===== src/core/window_pkg.sv =====
// package with constants and carrier types for the data block window unit
package window_pkg;
    localparam int ADDR_W = 16;
    localparam int LEN_W = 12;
    localparam int WORD_W = 16;
    localparam logic [LEN_W-1:0] MAX_LEN = 12'hffb; // 4091 words
    localparam logic [WORD_W-1:0] MAX_DIRECT_WORD = 16'h00ff; // 255
    localparam logic [ADDR_W-1:0] BASE_RESET = 16'h0000;
    localparam logic [LEN_W-1:0] LEN_RESET = 12'h000;

    // operation codes issued by instruction execution
    typedef enum logic [1:0] {
        OP_NONE = 2'h0,
        OP_OPEN = 2'h1,
        OP_ACCESS = 2'h3,
        OP_SHIFT = 2'h2
    } op_type;

    // request from instruction execution
    typedef struct packed {
        logic valid;
        op_type op;
        logic extended;
        logic [ADDR_W-1:0] open_base;
        logic [WORD_W-1:0] open_len;
        logic [WORD_W-1:0] word_num;
        logic [WORD_W-1:0] accu_one_low;
    } req_type;

    // answer to instruction execution
    typedef struct packed {
        logic done;
        logic logic_result_bit;
        logic codes_clear;
        logic access_ok;
        logic [ADDR_W-1:0] access_addr;
    } resp_type;
endpackage


===== src/core/data_block_window_unit.sv =====
// data block window: relative access, bound check and window shift
`timescale 1ns/1ns
module data_block_window_unit (
    // clock and reset
    input wire logic i_clk,
    input wire logic i_rst_n,
    // request from instruction execution
    input wire window_pkg::req_type i_req,
    // answer to instruction execution
    output window_pkg::resp_type o_resp,
    // current window for observation
    output logic [window_pkg::ADDR_W-1:0] o_base,
    output logic [window_pkg::LEN_W-1:0] o_len
);
    typedef struct packed {
        window_pkg::resp_type resp;
        logic [window_pkg::ADDR_W-1:0] base;
        logic [window_pkg::LEN_W-1:0] len;
    } state_type;

    state_type state_reg;
    state_type state_next;
    logic [window_pkg::ADDR_W-1:0] cur_base;
    logic [window_pkg::LEN_W-1:0] cur_len;
    logic do_load;
    logic do_shift;
    logic [window_pkg::LEN_W-1:0] load_len;
    logic shift_ok;
    logic access_ok;

    // clamp a requested length to at most MAX_LEN (4091 words)
    function automatic logic [window_pkg::LEN_W-1:0] clamp_len(
        input logic [window_pkg::WORD_W-1:0] len);
        if (len > {4'h0, window_pkg::MAX_LEN}) begin
            clamp_len = window_pkg::MAX_LEN;
        end else begin
            clamp_len = len[window_pkg::LEN_W-1:0];
        end
    endfunction

    // word number below length, shared by access and shift checks
    function automatic logic below_len(
        input logic [window_pkg::WORD_W-1:0] num,
        input logic [window_pkg::LEN_W-1:0] len);
        below_len = num < {4'h0, len};
    endfunction

    // decode of the request against the current window
    always_comb begin
        load_len = clamp_len(i_req.open_len);
        do_load = i_req.valid && (i_req.op == window_pkg::OP_OPEN);
        // zero length means nothing open, so shift fails too
        shift_ok = (cur_len != window_pkg::LEN_RESET)
            && below_len(i_req.accu_one_low, cur_len);
        do_shift = i_req.valid && (i_req.op == window_pkg::OP_SHIFT)
            && shift_ok;
        access_ok = (i_req.word_num <= window_pkg::MAX_DIRECT_WORD)
            && below_len(i_req.word_num, cur_len);
    end

    window_regs u_regs (
        .i_clk(i_clk),
        .i_rst_n(i_rst_n),
        .i_load(do_load),
        .i_shift(do_shift),
        .i_base(i_req.open_base),
        .i_len(load_len),
        .i_offset(i_req.accu_one_low[window_pkg::LEN_W-1:0]),
        .o_base(cur_base),
        .o_len(cur_len)
    );

    // answer one cycle after the request; window mirrors regs
    always_comb begin
        state_next = state_reg;
        state_next.base = do_load ? i_req.open_base : cur_base;
        state_next.len = cur_len;
        state_next.resp = '0;
        if (do_load) begin
            state_next.len = load_len;
        end else if (do_shift) begin
            state_next.base = cur_base
                + {4'h0, i_req.accu_one_low[window_pkg::LEN_W-1:0]};
            state_next.len = cur_len
                - i_req.accu_one_low[window_pkg::LEN_W-1:0];
        end
        if (i_req.valid) begin
            state_next.resp.done = 1'b1;
            case (i_req.op)
                window_pkg::OP_OPEN: begin
                    state_next.resp.logic_result_bit = 1'b0;
                end
                window_pkg::OP_SHIFT: begin
                    state_next.resp.logic_result_bit = !shift_ok;
                    state_next.resp.codes_clear = 1'b1;
                end
                window_pkg::OP_ACCESS: begin
                    state_next.resp.access_ok = access_ok;
                    state_next.resp.logic_result_bit = !access_ok;
                    // address formed even on error; caller drops it
                    state_next.resp.access_addr = cur_base
                        + i_req.word_num;
                end
                default: begin
                    state_next.resp.done = 1'b0;
                end
            endcase
        end
    end

    // register all state
    always_ff @(posedge i_clk or negedge i_rst_n) begin
        if (!i_rst_n) begin
            state_reg <= '0;
        end else begin
            state_reg <= state_next;
        end
    end

    assign o_resp = state_reg.resp;
    assign o_base = state_reg.base;
    assign o_len = state_reg.len;
endmodule // data_block_window_unit


===== src/core/window_regs.sv =====
// base and length register pair with open and shift update
`timescale 1ns/1ns
module window_regs (
    // clock and reset
    input wire logic i_clk,
    input wire logic i_rst_n,
    // update controls
    input wire logic i_load,
    input wire logic i_shift,
    input wire logic [window_pkg::ADDR_W-1:0] i_base,
    input wire logic [window_pkg::LEN_W-1:0] i_len,
    input wire logic [window_pkg::LEN_W-1:0] i_offset,
    // current contents
    output logic [window_pkg::ADDR_W-1:0] o_base,
    output logic [window_pkg::LEN_W-1:0] o_len
);
    typedef struct packed {
        logic [window_pkg::ADDR_W-1:0] block_base_register;
        logic [window_pkg::LEN_W-1:0] block_length_register;
    } regs_type;

    regs_type state_reg;
    regs_type state_next;

    // open has priority; it undoes earlier shifts
    always_comb begin
        state_next = state_reg;
        if (i_load) begin
            state_next.block_base_register = i_base;
            state_next.block_length_register = i_len;
        end else if (i_shift) begin
            // unsigned 16-bit add, wraps at top of memory
            state_next.block_base_register = state_reg.block_base_register
                + {4'h0, i_offset};
            state_next.block_length_register =
                state_reg.block_length_register - i_offset;
        end
    end

    // register the state copy
    always_ff @(posedge i_clk or negedge i_rst_n) begin
        if (!i_rst_n) begin
            state_reg.block_base_register <= window_pkg::BASE_RESET;
            state_reg.block_length_register <= window_pkg::LEN_RESET;
        end else begin
            state_reg <= state_next;
        end
    end

    assign o_base = state_reg.block_base_register;
    assign o_len = state_reg.block_length_register;
endmodule // window_regs


===== config.mk =====
export PLATFORM = sky130hd
export DESIGN_NAME = data_block_window_unit
export DESIGN_NICKNAME = d
export VERILOG_FILES = /design/src/core/window_pkg.sv /design/src/core/data_block_window_unit.sv /design/src/core/window_regs.sv
export SDC_FILE = /design/constraint.sdc
export NUM_CORES = 1
export LEC_CHECK = 0
export ABC_CLOCK_PERIOD_IN_PS = 3000
export BUFFER_PORTS_ARGS = -buffer_cell sky130_fd_sc_hd__buf_4
export CORE_MARGIN = 3
export CORE_UTILIZATION = 50
export CTS_BUF_LIST = sky130_fd_sc_hd__clkbuf_4 sky130_fd_sc_hd__clkbuf_8
export DETAILED_ROUTE_END_ITERATION = 10
export PLACE_DENSITY = 0.85
export SKIP_LAST_GASP = 1
export SLEW_MARGIN = 15
export SYNTH_ARGS = -nofsm -noshare
export SYNTH_HDL_FRONTEND = slang
export SYNTH_SLANG_ARGS = --single-unit

===== constraint.sdc =====
create_clock -name i_clk -period 3 [get_ports i_clk]
set_input_delay 0 -clock i_clk [delete_from_list [all_inputs] [get_ports i_clk]]
set_output_delay 0 -clock i_clk [all_outputs]
set_load 0.03 [all_outputs]

**Word-level counts from Yosys, hierarchy flattened**

Index checks and enable logic that the tools add are counted.

- Reductions and logical operators: 10
- Multiplexer cells: 12
- $lt $le $gt $ge: 4
- Add/subtract/negate cells: 3
- Eq/ne operators: 3

Operator list:

| kind | count |
|---|---|
| 2-to-1 mux 28 bit | 3 |
| < comparator 16 x 12 -> 1 bit | 2 |
| 2-to-1 mux 16 bit | 2 |
| 2-to-1 mux 12 bit | 2 |
| 2-to-1 mux 20 bit | 1 |
| 2-to-1 mux 17 bit | 1 |
| adder 16 x 12 -> 16 bit | 1 |
| adder 16 bit | 1 |
| > comparator 16 x 12 -> 1 bit (second input constant) | 1 |
| less-or-equal comparator 16 x 8 -> 1 bit (second input constant) | 1 |
| nonzero test 12 bit | 1 |
| subtractor 12 bit | 1 |
| logical AND 1 bit | 5 |
| equality test 2 bit (second input constant) | 2 |
| OR reduction 3 bit | 1 |
| equality test 2 x 1 -> 1 bit (second input constant) | 1 |
| logical NOT 1 bit | 2 |
| 2-to-1 mux 1 bit | 2 |
| case mux 1 bit (2 select lines) | 1 |
| nonzero test 2 bit | 1 |

- Input bits: 70
- Register bits: 76
- Output and inout port bits: 48
- Logic and storage cells: 41

**Logic depth before layout (Yosys ltp)**

Gate-level depths: netlist of the first run.

- Depth after elaboration: 5
- Depth in mapped cells: 11
- Mapped depth without buffers: 10

**Cells and area by module**

A second synthesis of the first run with hierarchy kept.

- Cell total of the unflattened synthesis: 809
- Area total of the unflattened synthesis: 6914.1 um^2

By module, submodules not included:

| module | seq. area each (um^2) | area an instance (um^2) | cells an instance | times used |
|---|---|---|---|---|
| data_block_window_unit | 1201.2 | 4654.5 | 558 | 1 |
| window_regs | 700.7 | 2259.7 | 251 | 1 |

**Worst setup path before layout of the first run**

OpenSTA, ideal clock, no wires.

- Path type: register to register
- From: reg u_regs.state_reg, in the netlist u_regs.o_len[4]
- To: reg state_reg, in the netlist o_base[14]
- Slack: 0.648 ns
- Period minus slack after synthesis: 2.352 ns
- Stages on the path, launching flop included: 9
- Required time: 2.931 ns
- Data arrival time: 2.283 ns
- Setup time: 0.069 ns
- Path buffers: 1
- Cells stage by stage: dfrtp_1 -> ha_1 -> a211oi_2 -> nor2_1 -> o31a_1 -> or4_1 -> buf_2 -> or3_1 -> nand3_1

RTL lines:

| element | RTL line | RTL |
|---|---|---|
| start, declared | window_regs.sv:22 | `regs_type state_reg;` |
| start signal, assigned | window_regs.sv:46 | `state_reg <= state_next;` |
| end signal, assigned | data_block_window_unit.sv:116 | `state_reg <= state_next;` |
| end, declared | data_block_window_unit.sv:21 | `state_type state_reg;` |

**Worst setup path after layout of the first run**

- From: reg u_regs.state_reg, in the netlist u_regs.o_len[0]
- To: reg u_regs.state_reg, in the netlist u_regs.o_len[10]

- Longest elaborated chain between the ends: 4
- Elaborated cells on any way between the ends: 8
- Classes of those cells: add/sub (1); order compare (1); mux (2); reduce/logical (4)

RTL lines:

| element | RTL line | RTL |
|---|---|---|
| < comparator 16 x 12 -> 1 bit / nonzero test 12 bit (equally long branches) | data_block_window_unit.sv:45, data_block_window_unit.sv:53 |  |
| logical AND 1 bit | data_block_window_unit.sv:54 | `&& below_len(i_req.accu_one_low, cur_len);` |
| logical AND 1 bit | data_block_window_unit.sv:56 | `&& shift_ok;` |
| nonzero test 2 bit (no source line) | -- |  |

Parallel ways exist; a longest one is shown, timed or not. The select of a mux whose other input is x is not followed.
A chain may end at the register's enable or synchronous reset.

==> insert_results.sql, run 1 <==
INSERT INTO impl_metrics (metric_group, metric, value, unit) VALUES
('global_routing', 'grt_pass1_wl', '23200', 'µm'),
('yosys', 'synth_cells', '558', ''),
('critical_path', 'crit-reg2reg-launch', 'u_regs.o_len[0]$_DFFE_PN0P_', ''),
('yosys', 'synth-edff-count', '0', ''),
('job', 'cap_violations', '0', ''),
('timing', 'worst_clock_skew', '13.6', 'ps'),
('cells_and_area', 'area.sequential', '1900', 'µm²'),
('cells_and_area', 'area_growth_syn_to_layout', '31.5', '%'),
('status', 'status', 'completed', ''),
('yosys', 'synth.area.top_cells', 'dfrtp_1 (37%), ha_1 (15%), nor2_1 (3.7%)', ''),
('timing', 'max_freq', '366', 'MHz'),
('yosys', 'postSynth.asyncResetShare', '100', '%'),
('timing', 'final.min_clock_period', '2730', 'ps'),
('clocking', 'cts-resized-gates', '0', ''),
('critical_path', 'cp_slowest_cell', 'dfrtp_1', ''),
('clocking', 'clkTransAtPathRegs', '90', 'ps'),
('critical_path', 'reg2reg_setup_slack', '270', 'ps'),
('drt', 'first_pass_detailed_route_iteration_total', '5', ''),
('placement', 'place_ws', '322', 'ps'),
('yosys', 'count_of_distinct_cell_types_in_the_synthesized_netlist', '52', ''),
('cells_and_area', 'num-fill-cells', '779', ''),
('clocking', 'cts_sinks', '76', ''),
('floorplan', 'die_footprint', '11500', 'µm²'),
('timing', 'accumulated_negative_setup_slack', '0', 'ps'),
('timing', 'setup_repair_after_global_routing_missed_its_margin', 'no', ''),
('critical_path', 'critical_path_peak_fanout', '5', ''),
('critical_path', 'worstPathRequired', '3240', 'ps'),
('clocking', 'cts_made_buffers', '9', ''),
('critical_path', 'r2r_cells', '10', ''),
('timing', 'post-route-worst-setup-slack', '269', 'ps'),
('clocking', 'cts_root_buffer', 'clkbuf_8', ''),
('yosys', 'synth-warning-count', '0', ''),
('clocking', 'h-tree-depth', '3', ''),
('timing', 'post-route-period-util', '91.0', '%'),
('drt', 'route.detailed.wl_per_inst', '16.8', 'µm'),
('clocking', 'post-cts-setup-buffer-count', '0', ''),
('drt', 'drc_errors', '0', ''),
('hold_path', 'hold_depth', '4', ''),
('clocking', 'clock_path_buffers', '2', ''),
('floorplan', 'number_of_i_o_pins', '118', ''),
('hold_path', 'whs_endpoint', 'o_resp[15]$_DFF_PN0_', ''),
('floorplan', 'die_height', '107', 'µm'),
('clocking', 'worst_skew_pair.late_latency', '360', 'ps'),
('yosys', 'synth.ff_latch_count', '76', ''),
('hold_path', 'timing.hold.worst.class', 'in2reg', ''),
('critical_path', 'cp-start-kind', 'flip-flop', ''),
('global_routing', 'grt-ovfl-total', '0', ''),
('timing', 'slew_violations', '0', ''),
('critical_path', 'critical_path.reg2reg.endpoint', 'u_regs.o_len[10]$_DFFE_PN0P_', ''),
('cells_and_area', 'finish.cell_count_without_fillers', '849', ''),
('power', 'power_density', '568', 'nW/µm²'),
('critical_path', 'end_kind', 'flip-flop', ''),
('global_routing', 'grt_antenna_before_repair', '0', ''),
('drt', 'detailedRoute.firstIterationViolations', '175', ''),
('critical_path', 'critical_path_cell_count', '10', ''),
('placement', 'placed_wire_length_estimate_after_detailed_placement', '10600', 'µm'),
('yosys', 'synth_largest_area_cell', 'dfrtp_1', ''),
('cells_and_area', 'final_common_cell', 'buf_4', ''),
('floorplan', 'placement_rows', '36', ''),
('timing', 'timing_hold_violations_final', '0', ''),
('placement', 'numPortBuffers', '116', ''),
('drt', 'ant_nets', '0', ''),
('yosys', 'syn-num-nets', '692', ''),
('critical_path', 'slowest_delay', '470', 'ps'),
('cells_and_area', 'fin_nets', '845', ''),
('drt', 'drt_wl_total', '14300', 'µm'),
('critical_path', 'critical-path-top-delay-family', 'compound AO/OA/AOI/OAI gates', ''),
('drt', 'vias_per_cell', '5.72', ''),
('placement', 'dp_cells', '800', ''),
('yosys', 'synth-main-ff-cell', 'dfrtp_1', ''),
('power', 'total_power', '3.83', 'mW');
[cell usage after synthesis, drive strengths merged, types with 2 or more instances]
library cell / count
xor2: 14
or2: 3
nand2b: 6
and4: 2
nor3b: 2
o211ai: 10
dfrtp: 76
or3: 3
a211oi: 8
o31ai: 3
o21a: 7
buf: 4
nand3: 22
xnor2: 11
nor2b: 8
nand2: 49
a211o: 2
inv: 34
a221o: 15
and3: 2
nor3: 16
o221ai: 2
a21o: 13
o2111ai: 2
o21bai: 6
a22oi: 11
nand4: 2
nor4b: 2
a31oi: 2
ha: 61
fa: 3
o21ai: 37
clkbuf: 10
or4: 2
o31a: 5
a21oi: 32
nor2: 50
nand3b: 2
nor4: 8
[routing by layer]
layer | GRT usage, % | part of all wire (%) | up-vias | wire, µm
li1 | - | - | 2337 | -
met1 | 32.9 | 43 | 2303 | 6080
met2 | 42.9 | 48 | 190 | 6860
met3 | 3.79 | 6.8 | 28 | 977
met4 | 10.0 | 2.7 | 0 | 380
met5 | 0 | 0 | - | 0
[final cells by class]
class | count | area share [%]
clock buffer | 9 | 1.84
clock inverter | 7 | 1.80
inverter | 34 | 1.90
multi-input combinational | 434 | 45.1
sequential | 76 | 28.3
tap | 133 | 2.47
timing repair buffer | 156 | 18.6
[state kept, by name, summed over array words and instances (netlist names)]
name / cells
o_base: 16
o_len: 12
o_resp: 20
u_regs.o_base: 16
u_regs.o_len: 12
[through the flow]
| stage | hold WS [ps] | area, µm² | utilization [%] |
|---|---|---|---|
| finish | 18.4 | 6730 | 68.2 |
| global route | 53.3 | 6730 | 68.2 |
| CTS | 7.11 | 6730 | 68.2 |
| detailed placement | 207 | 6160 | 62.4 |
| global placement | 190 | 6160 | 62.4 |
| floorplan | -296 | 5120 | - |
[power breakdown]
| part | switching (mW) | internal, mW |
|---|---|---|
| Clock | 0.421 | 0.560 |
| Combinational | 0.888 | 0.671 |
| Sequential | 0.116 | 1.17 |
[logic make-up (layout without fill, tap and decap cells)]
family,Yosys count,in the layout,share of synthesized area (%)
buffers and inverters,48,206,3.62
AOI/OAI and AO/OA,162,162,21.6
adders and majority gates,64,64,16.1
DFF,76,76,37.2
muxes,2,2,0.416
and+or+nand+nor,181,181,16.9
xor gates and xnor gates,25,25,4.28
[worst max path at each step]
stage                                startpoint                           end  slack (ps)
global route        u_regs.o_len[0]$_DFFE_PN0P_  u_regs.o_len[10]$_DFFE_PN0P_         170
detailed placement  u_regs.o_len[0]$_DFFE_PN0P_           o_len[10]$_DFF_PN0_         320
global placement    u_regs.o_len[0]$_DFFE_PN0P_           o_len[10]$_DFF_PN0_         420
CTS                 u_regs.o_len[0]$_DFFE_PN0P_  u_regs.o_len[10]$_DFFE_PN0P_         300
floorplan           u_regs.o_len[4]$_DFFE_PN0P_          o_base[14]$_DFF_PN0_         650
finish              u_regs.o_len[0]$_DFFE_PN0P_  u_regs.o_len[10]$_DFFE_PN0P_         270
[what timing repair did]
item,in CTS,in global routing
hold buffers,33,0
endpoints found under the hold margin,133,0
setup endpoints to repair,0,0
[tightest hold or removal path: cells and delay by family]
kind,cells,cell delay (ps)
XOR/XNOR,2,210
buffers and inverters,1,90
AND/OR/NAND/NOR,1,40
(Power assumes the default switching activity.)
==> inputs of run 2 (changes only) <==
- PLACE_DENSITY: 0.85 -> 0.82
- SYNTH_HIERARCHICAL: unset -> 1
==> run 2 against run 1 <==
Net effect: sequential power hardly changed; critical endpoint is now u_regs/o_len[3]$_DFFE_PN0P_; cell count is 34% higher; non-clock buffer count is 9 higher; clock power is 12% lower; combinational power is 40% higher; worst hold slack better by 10 ps; via count is 42% higher.
==> insert_results.sql, run 2 <==
INSERT INTO impl_metrics (metric_group, metric, value, unit) VALUES
('power', 'vdd.ir_drop.worst', '0.203', 'mV'),
('floorplan', 'die_footprint', '15300', 'µm²'),
('drt', 'ant_nets', '0', ''),
('critical_path', 'critical_path_peak_fanout', '10', ''),
('cells_and_area', 'finish.cell_count_without_fillers', '1138', ''),
('yosys', 'synth_largest_type_area_fraction', '27.5', '%'),
('cells_and_area', 'fraction_of_layout_cells_with_a_size_suffix_above_1', '18.0', '%'),
('power', 'leakagePower', '4.07', 'nW'),
('cells_and_area', 'finish.instance_area', '8530', 'µm²'),
('yosys', 'synth_area_per_cell', '8.55', 'µm²'),
('clocking', 'worst_skew_pair.late_latency', '380', 'ps'),
('timing', 'worst_clock_skew', '13.2', 'ps'),
('floorplan', 'die_x', '124', 'µm'),
('yosys', 'post-synth-top-count-cell', 'ha_1', ''),
('placement', 'dp_cells', '1090', ''),
('placement', 'gp_congestion', '0.913', ''),
('placement', 'place_ws', '224', 'ps'),
('floorplan', 'number_of_i_o_pins', '118', ''),
('yosys', 'synth_largest_area_cell', 'dfrtp_1', ''),
('job', 'cap_violations', '0', ''),
('drt', 'first_pass_detailed_route_iteration_total', '7', ''),
('critical_path', 'worstPathRequired', '3270', 'ps'),
('global_routing', 'grt_antenna_before_repair', '0', ''),
('power', 'power_density', '513', 'nW/µm²'),
('critical_path', 'end_kind', 'flip-flop', ''),
('clocking', 'cts_made_buffers', '9', ''),
('power', 'power.sequential.fraction', '30.1', '%'),
('cells_and_area', 'flip_flop_count_of_the_largest_register_after_layout', '20', ''),
('timing', 'fin_hold_ws', '28.4', 'ps'),
('status', 'status', 'completed', ''),
('cells_and_area', 'area.sequential', '1900', 'µm²'),
('clocking', 'clock_path_buffers', '2', ''),
('floorplan', 'placement_rows', '42', ''),
('power', 'total_power', '4.37', 'mW'),
('critical_path', 'crit_arrival', '3120', 'ps'),
('yosys', 'syn_std_cell_area', '6910', 'µm²'),
('yosys', 'postSynth.asyncResetShare', '100', '%'),
('drt', 'drt_wl_total', '20700', 'µm'),
('hold_path', 'whs_endpoint', 'o_resp[0]$_DFF_PN0_', ''),
('drt', 'route.detailed.wl_per_inst', '18.2', 'µm'),
('yosys', 'synth.area.top_cells', 'dfrtp_1 (28%), ha_1 (15%), o21ai_0 (4.1%)', ''),
('global_routing', 'global_route.usage.total', '27.2', '%'),
('placement', 'numPortBuffers', '116', ''),
('timing', 'tightestPinTransition', '1010', 'ps'),
('timing', 'final.min_clock_period', '2850', 'ps'),
('cells_and_area', 'fin_nets', '1116', ''),
('yosys', 'synth.ff_latch_count', '76', ''),
('global_routing', 'grt_pass1_vias', '6438', ''),
('timing', 'max_freq', '351', 'MHz'),
('critical_path', 'r2r_cells', '10', ''),
('cells_and_area', 'multiInputGateArea', '4670', 'µm²'),
('critical_path', 'crit_type', 'reg2reg', ''),
('clocking', 'cts_root_buffer', 'clkbuf_8', ''),
('global_routing', 'grt_pass1_wl', '32200', 'µm'),
('power', 'power.share.switching', '41.8', '%'),
('yosys', 'ranking_of_synthesized_cells_by_instance_count', 'ha_1 (84), dfrtp_1 (76), nand2_1 (63)', ''),
('cells_and_area', 'num-fill-cells', '1160', ''),
('drt', 'vias_per_cell', '6.05', ''),
('drt', 'num_vias', '6883', ''),
('yosys', 'ys_seq_area_share', '27.5', '%'),
('clocking', 'h-tree-depth', '3', ''),
('clocking', 'cts_tree', 'built', ''),
('power', 'share_clk_of_total_power', '19.8', '%'),
('critical_path', 'reg2reg_setup_slack', '150', 'ps'),
('placement', 'dpl-instance-area', '8000', 'µm²'),
('power', 'cellInternalPower', '2.54', 'mW'),
('hold_path', 'holdCritStartpoint', 'i_req[16]', ''),
('floorplan', 'placeable_core_region', '13400', 'µm²'),
('global_routing', 'grt_start_max_net_pins', '77', ''),
('clocking', 'post-cts-setup-buffer-count', '0', ''),
('critical_path', 'cp-start-kind', 'flip-flop', ''),
('yosys', 'synth-edff-count', '0', ''),
('critical_path', 'crit-reg2reg-launch', 'u_regs/o_len[8]$_DFFE_PN0P_', ''),
('timing', 'post-route-period-util', '95.1', '%'),
('yosys', 'count_of_distinct_cell_types_in_the_synthesized_netlist', '68', ''),
('timing', 'timing.max_slew.rel_slack', '32.6', '%'),
('timing', 'setup_repair_after_global_routing_missed_its_margin', 'no', ''),
('cells_and_area', 'final_common_cell', 'buf_4', ''),
('drt', 'drc_errors', '0', ''),
('global_routing', 'grt-ovfl-total', '0', ''),
('hold_path', 'timing.hold.worst.class', 'in2reg', ''),
('yosys', 'synth-warning-count', '6', ''),
('critical_path', 'critical_path.reg2reg.endpoint', 'u_regs/o_len[3]$_DFFE_PN0P_', ''),
('timing', 'setup_viol_count_final', '0', ''),
('timing', 'post-route-worst-setup-slack', '147', 'ps'),
('clocking', 'clkTransAtPathRegs', '90', 'ps'),
('hold_path', 'hold_depth', '3', ''),
('yosys', 'synth_cells', '809', ''),
('timing', 'accumulated_negative_setup_slack', '0', 'ps'),
('power', 'power_switching', '1.83', 'mW'),
('drt', 'detailedRoute.firstIterationViolations', '670', ''),
('timing', 'slew_violations', '0', ''),
('cells_and_area', 'num_antenna_cells', '0', ''),
('cells_and_area', 'layout.core_utilization', '63.7', '%'),
('cells_and_area', 'most-common-layout-cells', 'buf_4 (133), ha_1 (84), dfrtp_1 (76)', ''),
('timing', 'timing_hold_violations_final', '0', ''),
('yosys', 'syn-num-nets', '968', ''),
('cells_and_area', 'area_growth_syn_to_layout', '23.4', '%'),
('floorplan', 'effective_utilization_at_floorplan', '51.6', '%'),
('clocking', 'cts_sinks', '76', ''),
('power', 'combinationalPowerShare', '50.2', '%'),
('floorplan', 'die_height', '124', 'µm'),
('yosys', 'synth-main-ff-cell', 'dfrtp_1', ''),
('placement', 'placed_wire_length_estimate_after_detailed_placement', '15300', 'µm');
==> run 2: critical path: stages (launching register included) <==
cell and delay, ps:
dfrtp_1 450, ha_1 380, inv_1 110, nor2_1 270, o211ai_1 270, o211a_2 410
inv_1 160, buf_4 220, nor3_1 80, a211o_1 280, o21a_1 110
==> run 2: area by class of cell <==
type                       count  share of cell area, %
timing repair buffer         165                   15.5
sequential                    76                   22.3
tap                          176                   2.58
multi-input combinational    650                   54.8
clock buffer                  11                   1.77
clock inverter                 5                  0.704
inverter                      55                   2.42
==> run 2: cells by family (layout without fill, tap and decap cells) <==
logic type      after synthesis  after routing  share of synthesized area [%]
buf+inv                      83            236                           4.94
fa+ha+maj                    89             89                           16.6
simple gates                242            242                           17.6
compound gates              265            265                           26.0
mux                          22             22                           3.31
xor+xnor                     32             32                           4.05
flops                        76             76                           27.5
==> run 2: power by group through the flow <==
stage	Clock [mW]	Sequential, mW	Combinational (mW)
2_1_floorplan	0	1.47	1.36
3_3_place_gp	0	1.33	2.06
3_5_place_dp	0	1.33	2.11
4_1_cts	0.883	1.31	2.16
5_1_grt	0.922	1.34	2.41
6_report	0.865	1.31	2.19
==> run 2: metal layers <==
layer  up-vias  GRT usage [%]  wire length [µm]
li1       3271              -                 -
met1      3242           34.3              8510
met5         -              0                 0
met4         0           11.6               734
met2       304           45.6              9970
met3        66           5.22              1440
==> run 2: timing repair <==
| action | 4_1_cts | 5_1_grt |
|---|---|---|
| setup endpoints to repair | 0 | 2 |
| hold buffers | 32 | 0 |
| gates resized for setup | 0 | 1 |
| hold endpoints to repair | 125 | 0 |
==> run 2: how the worst max path moves through the flow <==
stage | from | cells after the start | slack, ps | to
finish | u_regs/o_len[8]$_DFFE_PN0P_ | 10 | 150 | u_regs/o_len[3]$_DFFE_PN0P_
global route | u_regs/o_len[9]$_DFFE_PN0P_ | 10 | 20 | u_regs/o_len[11]$_DFFE_PN0P_
CTS | u_regs/o_len[8]$_DFFE_PN0P_ | 10 | 200 | u_regs/o_len[3]$_DFFE_PN0P_
detailed placement | u_regs/o_len[8]$_DFFE_PN0P_ | 10 | 220 | u_regs/o_len[3]$_DFFE_PN0P_
global placement | u_regs/o_len[8]$_DFFE_PN0P_ | 10 | 290 | u_regs/o_len[3]$_DFFE_PN0P_
floorplan | u_regs/o_len[9]$_DFFE_PN0P_ | 10 | 390 | u_regs/o_base[13]$_DFFE_PN0P_
